==> config.mk <==
export PLATFORM = sky130hd
export DESIGN_NAME = pst_handler
export DESIGN_NICKNAME = d
export VERILOG_FILES = /design/src/inc/pst_pkg.sv /design/src/design/pst_fifo.sv /design/src/design/pst_handler.sv
export SDC_FILE = /design/constraint.sdc
export NUM_CORES = 2
export LEC_CHECK = 0
export BUFFER_PORTS_ARGS = -buffer_cell sky130_fd_sc_hd__buf_2
export CAP_MARGIN = 20
export CORE_MARGIN = 4
export CORE_UTILIZATION = 40
export CTS_BUF_LIST = sky130_fd_sc_hd__clkbuf_16
export CTS_CLUSTER_SIZE = 30
export DETAILED_ROUTE_END_ITERATION = 10
export PLACE_DENSITY = 0.54
export SYNTH_ARGS = -nofsm -noshare
export SYNTH_HDL_FRONTEND = slang
export SYNTH_SLANG_ARGS = --single-unit
==> constraint.sdc <==
create_clock -name aclk -period 94.9 [get_ports aclk]
set_input_delay 18.98 -clock aclk [delete_from_list [all_inputs] [get_ports aclk]]
set_output_delay 18.98 -clock aclk [all_outputs]
set_load 0.1 [all_outputs]
==> src/inc/pst_pkg.sv <==
// package for the public spanning tree frame handler
package pst_pkg;
  // multicast destination and snap header for public tree frames, group address and llc for standard ones
  localparam logic [47:0] PST_MCAST     = 48'h01e02f000003;
  localparam logic [47:0] PST_STD_GROUP = 48'h0180c2000000;
  localparam logic [63:0] PST_SNAP      = 64'haaaa0300e02f7374;
  localparam logic [23:0] PST_STD_LLC   = 24'h424203;
  // bpdu type octets
  localparam logic [7:0]  PST_TYPE_CFG  = 8'h00;
  localparam logic [7:0]  PST_TYPE_TCN  = 8'h80;
  // default priorities
  localparam logic [15:0] PST_PRIO_MODEM = 16'h9000;
  localparam logic [15:0] PST_PRIO_HEAD  = 16'h8000;
  // path cost numerator (cost = 1000 / mbit/s, rate in ksym/s)
  localparam logic [31:0] PST_COST_NUM  = 32'h000f4240;
  localparam logic [15:0] PST_COST_100M = 16'h000a;
  // register byte offsets
  localparam logic [7:0] PST_REG_CTRL   = 8'h00;
  localparam logic [7:0] PST_REG_PRIO   = 8'h04;
  localparam logic [7:0] PST_REG_RATE   = 8'h08;
  localparam logic [7:0] PST_REG_COST   = 8'h0c;
  localparam logic [7:0] PST_REG_NSCOST = 8'h10;
  localparam logic [7:0] PST_REG_STAT   = 8'h14;
  localparam logic [7:0] PST_REG_CNT    = 8'h18;
  localparam logic [7:0] PST_REG_TXD    = 8'h1c;
  localparam logic [7:0] PST_REG_RXD    = 8'h20;
  // control bit positions
  localparam int PST_CTL_HEAD  = 0;
  localparam int PST_CTL_QAM16 = 1;
  localparam int PST_CTL_TXGO  = 2;
  localparam int PST_CTL_FWD   = 3;
  // axi responses
  localparam logic [1:0] PST_OKAY   = 2'h0;
  localparam logic [1:0] PST_SLVERR = 2'h2;
  // frame build states of the transmit framer, gray along the path
  typedef enum logic [2:0] {
    PST_IDLE = 3'h0,
    PST_HDR  = 3'h1,
    PST_BODY = 3'h3,
    PST_DONE = 3'h2
  } pst_tx_t;
  localparam int PST_HDR_BYTES = 22;
  localparam int PST_BODY_MAX  = 64;
endpackage

==> src/design/pst_fifo.sv <==
// small synchronous fifo with valid/ready on both sides
module pst_fifo #(
  parameter int WIDTH = 8,
  parameter int DEPTH = 16
) (
  input  wire logic             aclk,
  input  wire logic             aresetn,
  input  wire logic [WIDTH-1:0] in_data,
  input  wire logic             in_valid,
  output logic                  in_ready,
  output logic      [WIDTH-1:0] out_data,
  output logic                  out_valid,
  input  wire logic             out_ready
);
  localparam int AW = $clog2(DEPTH);
  // elaboration check: pointer wrap logic needs a power of two
  if (DEPTH < 2 || (1 << AW) != DEPTH) begin : g_bad_depth
    $error("depth must be power of 2");
  end
  logic [WIDTH-1:0] mem [DEPTH];   // storage
  logic [AW:0]      wr_q;          // write pointer with wrap bit
  logic [AW:0]      rd_q;          // read pointer with wrap bit
  wire  push = in_valid && in_ready;
  wire  pop  = out_valid && out_ready;
  // full when pointers differ only in wrap bit
  assign in_ready  = !((wr_q[AW] != rd_q[AW]) &&
                       (wr_q[AW-1:0] == rd_q[AW-1:0]));
  assign out_valid = (wr_q != rd_q);
  assign out_data  = mem[rd_q[AW-1:0]];
  // pointer update
  always_ff @(posedge aclk) begin
    if (!aresetn) begin
      wr_q <= '0;
      rd_q <= '0;
    end else begin
      if (push) wr_q <= wr_q + 1'b1;
      if (pop)  rd_q <= rd_q + 1'b1;
    end
  end
  // storage write, no reset needed
  always_ff @(posedge aclk) begin
    if (push) mem[wr_q[AW-1:0]] <= in_data;
  end
endmodule

==> src/design/pst_handler.sv <==
// public spanning tree frame handler with axi4-lite registers
//
// Decided for this implementation: the register addresses and register access over AXI4-Lite.
module pst_handler #(
  parameter int  FIFO_DEPTH = 16,
  parameter bit  HEAD_STRAP = 1'b0
) (
  input  wire logic        aclk,
  input  wire logic        aresetn,
  // axi4-lite slave
  input  wire logic [7:0]  s_axi_awaddr,
  input  wire logic        s_axi_awvalid,
  output logic             s_axi_awready,
  input  wire logic [31:0] s_axi_wdata,
  input  wire logic [3:0]  s_axi_wstrb,
  input  wire logic        s_axi_wvalid,
  output logic             s_axi_wready,
  output logic [1:0]       s_axi_bresp,
  output logic             s_axi_bvalid,
  input  wire logic        s_axi_bready,
  input  wire logic [7:0]  s_axi_araddr,
  input  wire logic        s_axi_arvalid,
  output logic             s_axi_arready,
  output logic [31:0]      s_axi_rdata,
  output logic [1:0]       s_axi_rresp,
  output logic             s_axi_rvalid,
  input  wire logic        s_axi_rready,
  // receive byte stream from the mac (same clock)
  input  wire logic [7:0]  rx_data,
  input  wire logic        rx_valid,
  input  wire logic        rx_last,
  input  wire logic        rx_upstream,
  output logic             rx_ready,
  // transmit byte stream toward all ports
  output logic [7:0]       tx_data,
  output logic             tx_valid,
  output logic             tx_last,
  output logic [2:0]       tx_port_mask,
  input  wire logic        tx_ready,
  // accepted public bpdu body toward the protocol engine
  output logic [7:0]       eng_data,
  output logic             eng_valid,
  output logic             eng_last,
  input  wire logic        eng_ready
);
  // elaboration check on the outgoing fifo size
  if (FIFO_DEPTH < 2) begin : g_bad_depth
    $error("fifo depth too small");
  end

  // ---------------- register state ----------------
  logic [31:0] ctrl_q;     // mode, modulation, transmit start, forward enable
  logic [15:0] prio_q;     // bridge priority
  logic [15:0] rate_q;     // symbol rate in ksym/s
  logic [15:0] cost_q;     // rf/cable path cost
  logic [15:0] nscost_q;   // network side port cost
  logic        cost_ovr_q; // software wrote a cost, stop auto derivation
  logic [15:0] n_pub_q;    // public bpdus accepted
  logic [15:0] n_drop_q;   // standard/tcn/other frames dropped
  logic [7:0]  txbuf [pst_pkg::PST_BODY_MAX]; // bpdu body to send
  logic [5:0]  txlen_q;    // body length in bytes
  logic        busy_tx;
  logic        reset_done_q;

  wire head = ctrl_q[pst_pkg::PST_CTL_HEAD];

  // default cost: 1e6 / (ksym * bits); bits 2 for qpsk, 4 for 16qam
  // rounded to nearest so the documented table comes out exact
  function automatic logic [15:0] pst_cost(input logic [15:0] ksym,
                                           input logic        q16);
    logic [31:0] den;
    logic [31:0] quo;
    den = {14'h0, ksym, (q16 ? 2'h0 : 2'h0)} >> (q16 ? 0 : 1);
    if (den == '0) den = 32'h1;
    quo = (pst_pkg::PST_COST_NUM + (den >> 1)) / den;
    return (quo > 32'h0000ffff) ? 16'hffff : quo[15:0];
  endfunction

  // ---------------- axi4-lite write path ----------------
  logic        aw_have_q, w_have_q;
  logic [7:0]  aw_q;
  logic [31:0] w_q;
  logic [3:0]  ws_q;
  assign s_axi_awready = !aw_have_q && !s_axi_bvalid;
  assign s_axi_wready  = !w_have_q && !s_axi_bvalid;
  wire wr_go = aw_have_q && w_have_q && !s_axi_bvalid;

  // capture address and data in either order
  always_ff @(posedge aclk) begin
    if (!aresetn) begin
      aw_have_q <= 1'b0;
      w_have_q  <= 1'b0;
      aw_q      <= '0;
      w_q       <= '0;
      ws_q      <= '0;
    end else begin
      if (s_axi_awvalid && s_axi_awready) begin
        aw_have_q <= 1'b1;
        aw_q      <= s_axi_awaddr;
      end
      if (s_axi_wvalid && s_axi_wready) begin
        w_have_q <= 1'b1;
        w_q      <= s_axi_wdata;
        ws_q     <= s_axi_wstrb;
      end
      if (wr_go) begin
        aw_have_q <= 1'b0;
        w_have_q  <= 1'b0;
      end
    end
  end

  function automatic logic [31:0] pst_merge(input logic [31:0] old,
                                            input logic [31:0] nw,
                                            input logic [3:0]  st);
    logic [31:0] r;
    r = old;
    for (int i = 0; i < 4; i++) begin
      if (st[i]) r[8*i +: 8] = nw[8*i +: 8];
    end
    return r;
  endfunction
  wire [31:0] wmix_ctrl = pst_merge(ctrl_q, w_q, ws_q);

  wire wr_hit = (aw_q == pst_pkg::PST_REG_CTRL) ||
                (aw_q == pst_pkg::PST_REG_PRIO) ||
                (aw_q == pst_pkg::PST_REG_RATE) ||
                (aw_q == pst_pkg::PST_REG_COST) ||
                (aw_q == pst_pkg::PST_REG_NSCOST) ||
                (aw_q == pst_pkg::PST_REG_CNT) ||
                (aw_q == pst_pkg::PST_REG_TXD);

  // write response
  always_ff @(posedge aclk) begin
    if (!aresetn) begin
      s_axi_bvalid <= 1'b0;
      s_axi_bresp  <= pst_pkg::PST_OKAY;
    end else if (wr_go) begin
      s_axi_bvalid <= 1'b1;
      s_axi_bresp  <= wr_hit ? pst_pkg::PST_OKAY : pst_pkg::PST_SLVERR;
    end else if (s_axi_bready) begin
      s_axi_bvalid <= 1'b0;
    end
  end

  // reset values: strap sampled after release picks the role
  always_ff @(posedge aclk) begin
    if (!aresetn) begin
      reset_done_q <= 1'b0;
    end else begin
      reset_done_q <= 1'b1;
    end
  end

  // configuration registers, full range writable
  always_ff @(posedge aclk) begin
    if (!aresetn) begin
      ctrl_q     <= 32'h0000_0008;
      prio_q     <= pst_pkg::PST_PRIO_MODEM;
      rate_q     <= 16'h00a0;
      cost_q     <= 16'h0c35;         // 160 ksym qpsk default
      nscost_q   <= pst_pkg::PST_COST_100M;
      cost_ovr_q <= 1'b0;
    end else begin
      if (!reset_done_q && HEAD_STRAP) begin
        ctrl_q[pst_pkg::PST_CTL_HEAD] <= 1'b1;
        // better than modem default
        prio_q <= pst_pkg::PST_PRIO_HEAD;
      end
      // auto cost from rate and modulation
      if (!cost_ovr_q)
        cost_q <= pst_cost(rate_q, ctrl_q[pst_pkg::PST_CTL_QAM16]);
      if (busy_tx) ctrl_q[pst_pkg::PST_CTL_TXGO] <= 1'b0;
      if (wr_go) begin
        case (aw_q)
          pst_pkg::PST_REG_CTRL:   ctrl_q <= wmix_ctrl;
          pst_pkg::PST_REG_PRIO:   prio_q <= w_q[15:0];
          pst_pkg::PST_REG_RATE: begin
            rate_q     <= w_q[15:0];
            cost_ovr_q <= 1'b0;
          end
          pst_pkg::PST_REG_COST: begin
            cost_q     <= w_q[15:0];
            cost_ovr_q <= 1'b1;
          end
          pst_pkg::PST_REG_NSCOST: nscost_q <= w_q[15:0];
          default: ;
        endcase
      end
    end
  end

  // transmit body buffer, written by software word pushes
  always_ff @(posedge aclk) begin
    if (!aresetn) begin
      txlen_q <= '0;
    end else if (wr_go && aw_q == pst_pkg::PST_REG_TXD) begin
      if (w_q[8]) begin
        txlen_q <= '0;                 // bit 8 clears the body
      end else if (txlen_q != 6'h3f) begin
        txlen_q <= txlen_q + 6'h01;
      end
    end
  end
  always_ff @(posedge aclk) begin
    if (wr_go && aw_q == pst_pkg::PST_REG_TXD && !w_q[8]) begin
      txbuf[txlen_q] <= w_q[7:0];
    end
  end

  // ---------------- transmit framer ----------------
  pst_pkg::pst_tx_t tx_st_q;
  logic [5:0]  tx_idx_q;
  logic [7:0]  f_data;
  logic        f_valid, f_last, f_ready;
  assign busy_tx = (tx_st_q != pst_pkg::PST_IDLE);

  // header byte: dest mcast, src zero, length, snap
  always_comb begin
    f_data = 8'h00;
    if (tx_idx_q < 6'd6)
      f_data = pst_pkg::PST_MCAST[8*(5 - tx_idx_q[2:0]) +: 8];
    else if (tx_idx_q == 6'd12)
      f_data = 8'h00;
    else if (tx_idx_q == 6'd13)
      f_data = {2'h0, txlen_q} + 8'h08;
    else if (tx_idx_q >= 6'd14)
      f_data = pst_pkg::PST_SNAP[8*(21 - tx_idx_q) +: 8];
    if (tx_st_q == pst_pkg::PST_BODY) f_data = txbuf[tx_idx_q];
  end
  // tcn bodies (type 0x80) are refused; only config is framed
  wire tx_ok = (txlen_q > 6'd3) && (txbuf[3] == pst_pkg::PST_TYPE_CFG);
  assign f_valid = (tx_st_q == pst_pkg::PST_HDR) ||
                   (tx_st_q == pst_pkg::PST_BODY);
  assign f_last  = (tx_st_q == pst_pkg::PST_BODY) &&
                   (tx_idx_q == txlen_q - 6'd1);

  // framer sequence
  always_ff @(posedge aclk) begin
    if (!aresetn) begin
      tx_st_q  <= pst_pkg::PST_IDLE;
      tx_idx_q <= '0;
    end else begin
      case (tx_st_q)
        pst_pkg::PST_IDLE: if (ctrl_q[pst_pkg::PST_CTL_TXGO] && tx_ok) begin
          tx_st_q  <= pst_pkg::PST_HDR;
          tx_idx_q <= '0;
        end
        pst_pkg::PST_HDR: if (f_ready) begin
          if (tx_idx_q == 6'(pst_pkg::PST_HDR_BYTES - 1)) begin
            tx_st_q  <= pst_pkg::PST_BODY;
            tx_idx_q <= '0;
          end else begin
            tx_idx_q <= tx_idx_q + 6'h01;
          end
        end
        pst_pkg::PST_BODY: if (f_ready) begin
          if (f_last) tx_st_q <= pst_pkg::PST_DONE;
          else tx_idx_q <= tx_idx_q + 6'h01;
        end
        pst_pkg::PST_DONE: tx_st_q <= pst_pkg::PST_IDLE;
        default:  tx_st_q <= pst_pkg::PST_IDLE;
      endcase
    end
  end

  // outgoing fifo stalls the framer when the mac is slow
  logic [8:0] fo_data;
  pst_fifo #(.WIDTH(9), .DEPTH(FIFO_DEPTH)) u_txf (
    .aclk     (aclk),
    .aresetn  (aresetn),
    .in_data  ({f_last, f_data}),
    .in_valid (f_valid),
    .in_ready (f_ready),
    .out_data (fo_data),
    .out_valid(tx_valid),
    .out_ready(tx_ready)
  );
  assign tx_data = fo_data[7:0];
  assign tx_last = fo_data[8];
  // all links: subscriber/network, rf, second side
  assign tx_port_mask = 3'h7;

  // ---------------- receive classifier ----------------
  logic [5:0]  rx_idx_q;
  logic        rx_pub_q;   // dest and snap matched so far
  logic        rx_bad_q;   // tcn type octet seen
  logic        rx_fwd_q;   // echo toward downstream
  wire rx_take = rx_valid && rx_ready;
  wire [7:0] exp_b = (rx_idx_q < 6'd6) ?
                     pst_pkg::PST_MCAST[8*(5 - rx_idx_q[2:0]) +: 8] :
                     pst_pkg::PST_SNAP[8*(21 - rx_idx_q) +: 8];
  wire chk = (rx_idx_q < 6'd6) || (rx_idx_q >= 6'd14 &&
             rx_idx_q < 6'(pst_pkg::PST_HDR_BYTES));
  wire in_body = (rx_idx_q >= 6'(pst_pkg::PST_HDR_BYTES));
  // the type octet sits 3 bytes into the body; the three bytes before it
  // are already passed, but a tcn frame is never closed toward the engine
  wire is_tcn  = (rx_idx_q == 6'(pst_pkg::PST_HDR_BYTES + 3)) &&
                 (rx_data == pst_pkg::PST_TYPE_TCN);
  assign rx_ready = eng_ready;
  // only fully matched public frames reach the engine
  assign eng_valid = rx_valid && in_body && rx_pub_q && !rx_bad_q &&
                     !is_tcn;
  assign eng_data  = rx_data;
  assign eng_last  = rx_last;

  // byte walk and match tracking; private trees never reach the
  // engine since their frames carry the standard group
  always_ff @(posedge aclk) begin
    if (!aresetn) begin
      rx_idx_q <= '0;
      rx_pub_q <= 1'b1;
      rx_bad_q <= 1'b0;
      rx_fwd_q <= 1'b0;
      n_pub_q  <= '0;
      n_drop_q <= '0;
    end else if (rx_take) begin
      if (rx_idx_q != 6'h3f) rx_idx_q <= rx_idx_q + 6'h01;
      if (chk && rx_data != exp_b) rx_pub_q <= 1'b0;
      if (is_tcn) rx_bad_q <= 1'b1;   // tcn has no effect
      if (rx_idx_q == 6'h00) rx_fwd_q <= rx_upstream;
      if (rx_last) begin
        rx_idx_q <= '0;
        rx_pub_q <= 1'b1;
        rx_bad_q <= 1'b0;
        if (rx_pub_q && !rx_bad_q && !is_tcn && in_body)
          n_pub_q <= n_pub_q + 16'h0001;
        else
          n_drop_q <= n_drop_q + 16'h0001;
      end
    end else if (wr_go && aw_q == pst_pkg::PST_REG_CNT) begin
      n_pub_q  <= '0;
      n_drop_q <= '0;
    end
  end
  // headend with forwarding on flags upstream bpdus for downstream echo in the status word
  wire fwd_req = head && ctrl_q[pst_pkg::PST_CTL_FWD] && rx_fwd_q;

  // ---------------- axi4-lite read path ----------------
  wire [31:0] stat = {26'h0, fwd_req, rx_pub_q, cost_ovr_q,
                      busy_tx, tx_valid, head};
  // read data register with redundancy-aware status
  always_ff @(posedge aclk) begin
    if (!aresetn) begin
      s_axi_rvalid <= 1'b0;
      s_axi_rdata  <= '0;
      s_axi_rresp  <= pst_pkg::PST_OKAY;
    end else if (s_axi_arvalid && s_axi_arready) begin
      s_axi_rvalid <= 1'b1;
      s_axi_rresp  <= pst_pkg::PST_OKAY;
      case (s_axi_araddr)
        pst_pkg::PST_REG_CTRL:   s_axi_rdata <= ctrl_q;
        pst_pkg::PST_REG_PRIO:   s_axi_rdata <= {16'h0, prio_q};
        pst_pkg::PST_REG_RATE:   s_axi_rdata <= {16'h0, rate_q};
        pst_pkg::PST_REG_COST:   s_axi_rdata <= {16'h0, cost_q};
        pst_pkg::PST_REG_NSCOST: s_axi_rdata <= {16'h0, nscost_q};
        pst_pkg::PST_REG_STAT:   s_axi_rdata <= stat;
        pst_pkg::PST_REG_CNT:    s_axi_rdata <= {n_drop_q, n_pub_q};
        pst_pkg::PST_REG_TXD:    s_axi_rdata <= {26'h0, txlen_q};
        default: begin
          s_axi_rdata <= '0;
          s_axi_rresp <= pst_pkg::PST_SLVERR;
        end
      endcase
    end else if (s_axi_rready) begin
      s_axi_rvalid <= 1'b0;
    end
  end
  assign s_axi_arready = !s_axi_rvalid;
endmodule

# [Word level (Yosys, flattened, before mapping)]
# Memories as Yosys holds them, arrays and structs flattened. A register that Yosys moved wholly into a read port is not among the register bits.
# Index checks and enable logic that the tools add are counted.
[word_totals] reg_bits=247 latchBits=0 ramBits=656 romBits=0 input_bits=72 output_inout_bits=65 wordCells=240 n_memories=2
[memory_table] name="txbuf" words=64 word_bits=8 rd=2 rd_clocked_by_memory_dff=1 wr=1 line_no="pst_handler.sv:60" source="logic [7:0] txbuf [pst_pkg::PST_BODY_MAX];"
[memory_table] name="u_txf.mem" words=16 word_bits=9 rd=1 rd_clocked_by_memory_dff=1 wr=1 line_no="pst_fifo.sv:20" source="logic [WIDTH-1:0] mem [DEPTH];"
[classes] n_addsub=14 n_mul=0 div=1 n_lt_le_gt_ge=8 eq_ne=37 n_shift=5 muxes=61 bitwise_logic=1 n_reduce_logical=80
[ops] operator="$pmux 32 s8" n=1
[ops] operator="$mux 16" n=11
[ops] operator="$shiftx 64x33->8 const A" n=2
[ops] operator="$mux 32" n=3
[ops] operator="$shiftx 48x33->8 const A" n=2
[ops] operator="$mux 6" n=11
[ops] operator="$eq 8x5->1 const B" n=7
[ops] operator="$mux 8" n=6
[ops] operator="$add 16x1->16 const B" n=2
[ops] operator="$add 20x31->32 const A" n=1
[ops] operator="$div 32x32->32" n=1
[ops] operator="$eq 8x4->1 const B" n=4
[ops] operator="$gt 32x16->1 const B" n=1
[ops] operator="$logic_not 32->1" n=1
[ops] operator="$shr 18x1->32" n=1
[ops] operator="$logic_and 1x1->1" n=29
[ops] operator="$logic_not 8->1" n=3
[ops] operator="$mux 3" n=8
[ops] operator="$add 6x1->6 const B" n=3
[ops] operator="$pmux 6 s3" n=1
[ops] operator="$reduce_and 2->1" n=9
[ops] operator="$reduce_and 3->1" n=6
[ops] operator="$eq 8x3->1 const B" n=2
[ops] operator="$reduce_bool 2->1" n=8
[ops] operator="other kinds (38)" n=84

# [Longest topological paths before layout]
[depth] depth_word=13 ltp_mapped=448 mapped_depth_nobuf=408

# [By module]
# A second synthesis with hierarchy kept.
[hier_totals] hier_cells=5947 area_unflattened_um2=61102.4
[modules_own_cells] module="pst_handler" n_inst=1 cells_each=5641 area_per_inst_um2=54666.2 seq_area_each_um2=20179.4
[modules_own_cells] module="pst_fifo" n_inst=1 cells_each=306 area_per_inst_um2=6436.2 seq_area_each_um2=4604.4

# [Least setup slack after synthesis]
# Ideal clock, no wire load.
[synth_timing] path_kind="reg2reg" from="register ctrl_q[1]" to="register cost_q[0]" setup_ps=120 arrival_time_ps=86988 t_required_ps=94780 path_slack_ps=7792 stages_incl_launch_ff=422 path_buffers=50 synth_period_minus_slack_ps=87108 path_cell_list="dfxtp_1 -> buf_2 -> buf_2 -> buf_1 -> clkbuf_1 -> mux2i_1 -> ha_1 -> o211a_1 -> o21ai_0 -> mux2i_1 -> nor2_1 -> ha_1 -> nor3_1 -> a211o_1 -> mux2_2 -> nor2_1 -> ha_1 -> nor3_1 -> [386 not listed] -> ha_1 -> a21oi_1 -> nor2b_1 -> o21ai_0 -> nand2b_1 -> a21oi_1 -> nor2b_1 -> o21ai_0 -> nand2b_1 -> a21oi_1 -> nor2b_1 -> o21ai_0 -> nand2_1 -> and2_1 -> o2111a_1 -> a211oi_1 -> a211oi_1 -> a2bb2oi_2"
[synth_between] elab_chain_cells=13
[synth_lines] item="start: declaration" line_no="pst_handler.sv:52" source="logic [31:0] ctrl_q;"
[synth_lines] item="start signal: assignment" line_no="pst_handler.sv:176" source="pst_pkg::PST_REG_CTRL: ctrl_q <= wmix_ctrl;"
[synth_lines] item="$mux 1 *" line_no="pst_handler.sv:73" source="den = {14'h0, ksym, (q16 ? 2'h0 : 2'h0)} >> (q16 ? 0 : 1);"
[synth_lines] item="$shr 18x1->32 *" line_no="pst_handler.sv:73"
[synth_lines] item="$logic_not 32->1" line_no="pst_handler.sv:74" source="if (den == '0) den = 32'h1;"
[synth_lines] item="$mux 32 *" line_no="pst_handler.sv:74"
[synth_lines] item="$mux 32 *" line_no="pst_handler.sv:171" source="if (!cost_ovr_q)"
[synth_lines] item="$mux 32 *" line_no="pst_handler.sv:157" source="if (!aresetn) begin"
[synth_lines] item="$add 20x31->32" line_no="pst_handler.sv:75" source="quo = (pst_pkg::PST_COST_NUM + (den >> 1)) / den;"
[synth_lines] item="$div 32x32->32 *" line_no="pst_handler.sv:75"
[synth_lines] item="$gt 32x16->1" line_no="pst_handler.sv:76" source="return (quo > 32'h0000ffff) ? 16'hffff : quo[15:0];"
[synth_lines] item="$mux 16 *" line_no="pst_handler.sv:76"
[synth_lines] item="$mux 16 *" line_no="pst_handler.sv:171"
[synth_lines] item="$mux 16" line_no="pst_handler.sv:175" source="case (aw_q)"
[synth_lines] item="$mux 16 *" line_no="pst_handler.sv:174" source="if (wr_go) begin"
[synth_lines] item="end signal: assignment" line_no="pst_handler.sv:172" source="cost_q <= pst_cost(rate_q, ctrl_q[pst_pkg::PST_CTL_QAM16]);"
[synth_lines] item="end signal: assignment" line_no="pst_handler.sv:183" source="cost_q <= w_q[15:0];"
[synth_lines] item="end: declaration" line_no="pst_handler.sv:55" source="logic [15:0] cost_q;"
# Every way passes the cells marked *; elsewhere a longest branch is shown, timed or not. The select of a mux whose other input is x is not followed.
# A chain may end at the register's enable or synchronous reset.

# [Worst setup path in the final report]
[layout_timing] from="register rate_q[12]" to="register cost_q[0]"
[layout_between] elab_chain_cells=12
[layout_lines] item="start: declaration" line_no="pst_handler.sv:54" source="logic [15:0] rate_q;"
[layout_lines] item="start signal: assignment" line_no="pst_handler.sv:179" source="rate_q <= w_q[15:0];"
[layout_lines] item="$shr 18x1->32 *" line_no="pst_handler.sv:73"
[layout_lines] item="$logic_not 32->1" line_no="pst_handler.sv:74"
[layout_lines] item="$mux 32 *" line_no="pst_handler.sv:74"
[layout_lines] item="$mux 32 *" line_no="pst_handler.sv:171"
[layout_lines] item="$mux 32 *" line_no="pst_handler.sv:157"
[layout_lines] item="$add 20x31->32" line_no="pst_handler.sv:75"
[layout_lines] item="$div 32x32->32 *" line_no="pst_handler.sv:75"
[layout_lines] item="$gt 32x16->1" line_no="pst_handler.sv:76"
[layout_lines] item="$mux 16 *" line_no="pst_handler.sv:76"
[layout_lines] item="$mux 16 *" line_no="pst_handler.sv:171"
[layout_lines] item="$mux 16" line_no="pst_handler.sv:175"
[layout_lines] item="$mux 16 *" line_no="pst_handler.sv:174"
# Marked as above.

==> metrics.log <==
[metrics] capturing element type of the critical path: register
[metrics] max incr delay on CP: about 570 ps
[metrics] number of CTS-inserted buffers: between 90 and 100
[metrics] global-route wire length before repair: ~280 mm
[metrics] final standard cell count with taps included and fillers excluded: 7,998
[metrics] H-tree depth: 3
[metrics] ratio of final minimum period to clock period: around 93%
[metrics] CP dominant cell by count: o21a_1
[metrics] Placed Instances: ~7,800
[metrics] worst-skew pair later-pin latency: between 700 and 800 ps
[metrics] Max transition margin: about a quarter
[metrics] biggest area contributors in the synthesized netlist: edfxtp_1 33%, ha_1 9.2%, dfxtp_1 8.5%
[metrics] Routed Wire Length: 185 mm
[metrics] measured slew at the worst slew-check pin: around 1100 ps
[metrics] share of layout cells above drive strength 1: 15.4%
[metrics] placer congestion estimate: just over 0.9
[metrics] required time of the critical path: roughly 95,000 ps
[metrics] maximum number of pins on one net before global-route repair: between 100 and 150
[metrics] via/cell ratio: about 6.0
[metrics] library cell contributing the largest single delay on the critical path: or4b_1
[metrics] total of warnings raised by yosys: 0
[metrics] drt wl/cell: roughly 23 um
[metrics] ys async rst share: 0%
[metrics] WL met3: between 9 and 10 mm
[metrics] CTS sink cnt: 910
[metrics] final clock skew: 55.2 ps
[metrics] initial antenna violation count: 3
[metrics] post-synthesis cell area: 60,100 um^2
[metrics] Post-Syn Area per Cell: between 10 and 15 um^2
[metrics] starting DRC count in detailed routing: 4,215
[metrics] highest achievable clock rate: between 0.01 and 0.015 GHz
[metrics] Rows: 141
[metrics] count of final setup violators: 0
[metrics] Tightest Hold Check Type: reg2reg
[metrics] top library cells by usage in the layout, fill and taps aside: 656 x edfxtp_1, 575 x nand2_1, 548 x nor2_1, 464 x a21oi_1, 444 x ha_1
[metrics] count of buffers inserted at the top-level ports: 131
[metrics] Detailed Routing Iterations Pass 1: 5
[metrics] remaining antenna violation count: 0
[metrics] area growth from synthesis to layout: 10.8%
[metrics] family with the most delay on the worst path: compound AO/OA/AOI/OAI gates
[metrics] number of nets in the layout: 6,431
[metrics] die height: a little under 400 um
[metrics] die outline width: 396 um
[metrics] commonest non-fill, non-tap cell in the layout: edfxtp_1
[metrics] CP Buf/Inv Count: 15
[metrics] Netlist cell types: ~120
[metrics] largest driver fanout on the critical path: 32
[metrics] detailed-route wire length on metal 1: ~84 mm
[metrics] number of top-level design ports: between 100 and 150
[metrics] Top Metal Used: met4
[metrics] half-perimeter wire length of the detailed placement result: 133 mm
[metrics] most area-hungry cell type in the Yosys netlist: edfxtp_1
[metrics] CORE AREA: 149,000 um^2
[metrics] area fraction of the dominant cell type after synthesis: between 30% and 40%
[metrics] WL met2: 87.1 mm
[metrics] final period demand of the worst path: between 80,000 and 90,000 ps
[metrics] Critical Path Source Type: register
[metrics] gr usage total: a little under a quarter
[metrics] vias post-DR: about 48,000
[metrics] result of the run: completed
[metrics] utilization after layout: 44.8%
[metrics] number of register bits inferred by synthesis: a little over 900
[metrics] WP data arrival: 89,090 ps
[metrics] via count of the first global-routing pass: roughly 45,000
[metrics] CP Class: reg2reg
[metrics] portion of the post-synthesis area used by sequential elements: about 41%
[metrics] number of enable-type register cells in the synthesized netlist: 656
[metrics] overall die area: 156,000 um^2
[metrics] number of pins with negative max-slew slack in the final report: 0
[metrics] starting density of the core: between 40% and 50%
[metrics] final routed DRC violation total: 0
[metrics] primary flip-flop cell chosen by synthesis mapping: edfxtp_1
[metrics] TritonCTS clock tree: built
[metrics] maximum buffer depth of the clock tree: 3
[metrics] Max Cap Viol: 0
[metrics] Clock Root Buffer: clkbuf_16
[metrics] Hold Violations, Final: 0
[metrics] post-synthesis instance total: 5,819
[metrics] clock-pin slew on the worst setup and hold paths: about 60 ps
[metrics] total grt overflow: 0
==> area by class of cell <==
class,instances,area (um^2)
antenna,4,10.0
clock inverter,78,648
fill,14100,82000
inverter,100,384
multi-input combinational,4568,34300
tap,2002,2500
sequential,910,24800
timing repair buffer,244,1600
clock buffer,92,2300
==> routing by layer <==
metal	vias to the layer above	track usage (%)
li1	22500	-
met1	23500	32.3
met2	1390	38.0
met3	227	2.75
met4	0	4.72
met5	-	0
==> tightest hold or removal path, cell delays in order (launching register included) <==
cell     delay [ps]
dfxtp_1         300
nand2_1          50
a21oi_1          50
==> state kept, by name, summed over array words and instances, names as in the netlist, 32 cells and up, named ones only <==
name         count
u_txf.mem      144
w_q             32
ctrl_q          32
txbuf          512
s_axi_rdata     32
==> metrics by stage <==
step,setup TNS (ps),cell area [um^2],setup slack (ps),hold WS (ps)
after CTS,0,66100,134,433
after global placement,0,63100,2340,439
final,0,66600,6390,451
after floorplan,0,60100,7790,431
after detailed placement,0,63200,464,443
after global routing,-140,66500,-140,452
==> cells in the mapped netlist (all sizes together), types with 92 or more instances <==
| cell | count |
|---|---|
| dfxtp | 254 |
| mux2 | 116 |
| clkbuf | 165 |
| inv | 99 |
| nand2 | 578 |
| nor3 | 225 |
| nand3 | 151 |
| nor2 | 556 |
| edfxtp | 656 |
| o21a | 209 |
| ha | 444 |
| xor2 | 115 |
| mux4 | 213 |
| a21oi | 475 |
| o21ai | 192 |
| xnor2 | 137 |
| buf | 92 |
==> what timing repair did <==
action	in CTS	in global routing
hold buffers	0	0
endpoints found under the setup margin	0	2
setup buffers	0	12
gates resized for setup	0	55
==> worst paths after layout <==
check	end	start	slack, ps	depth (start not counted)
hold reg to reg	aw_q[1]$_SDFFE_PN0P_	aw_q[1]$_SDFFE_PN0P_	450	2
hold / removal	aw_q[1]$_SDFFE_PN0P_	aw_q[1]$_SDFFE_PN0P_	450	2
setup / recovery	cost_q[0]$_SDFF_PN1_	rate_q[12]$_SDFFE_PN0P_	6390	384
setup reg to reg	cost_q[0]$_SDFF_PN1_	rate_q[12]$_SDFFE_PN0P_	6390	384
==> logic make-up (layout without fill, tap and decap cells) <==
logic type,after synthesis,count (layout),share of synthesized area [%]
buf+inv,357,514,2.43
other cells,2,20,0.0125
mux,379,379,11.0
flops,910,910,41.3
simple gates,1956,1957,15.3
compound gates,1518,1519,17.0
xor+xnor,252,252,3.67
fa+ha+maj,445,445,9.27
Power is not shown: default switching activity piles up to over one toggle a cycle in this logic, so the estimate is an artifact.
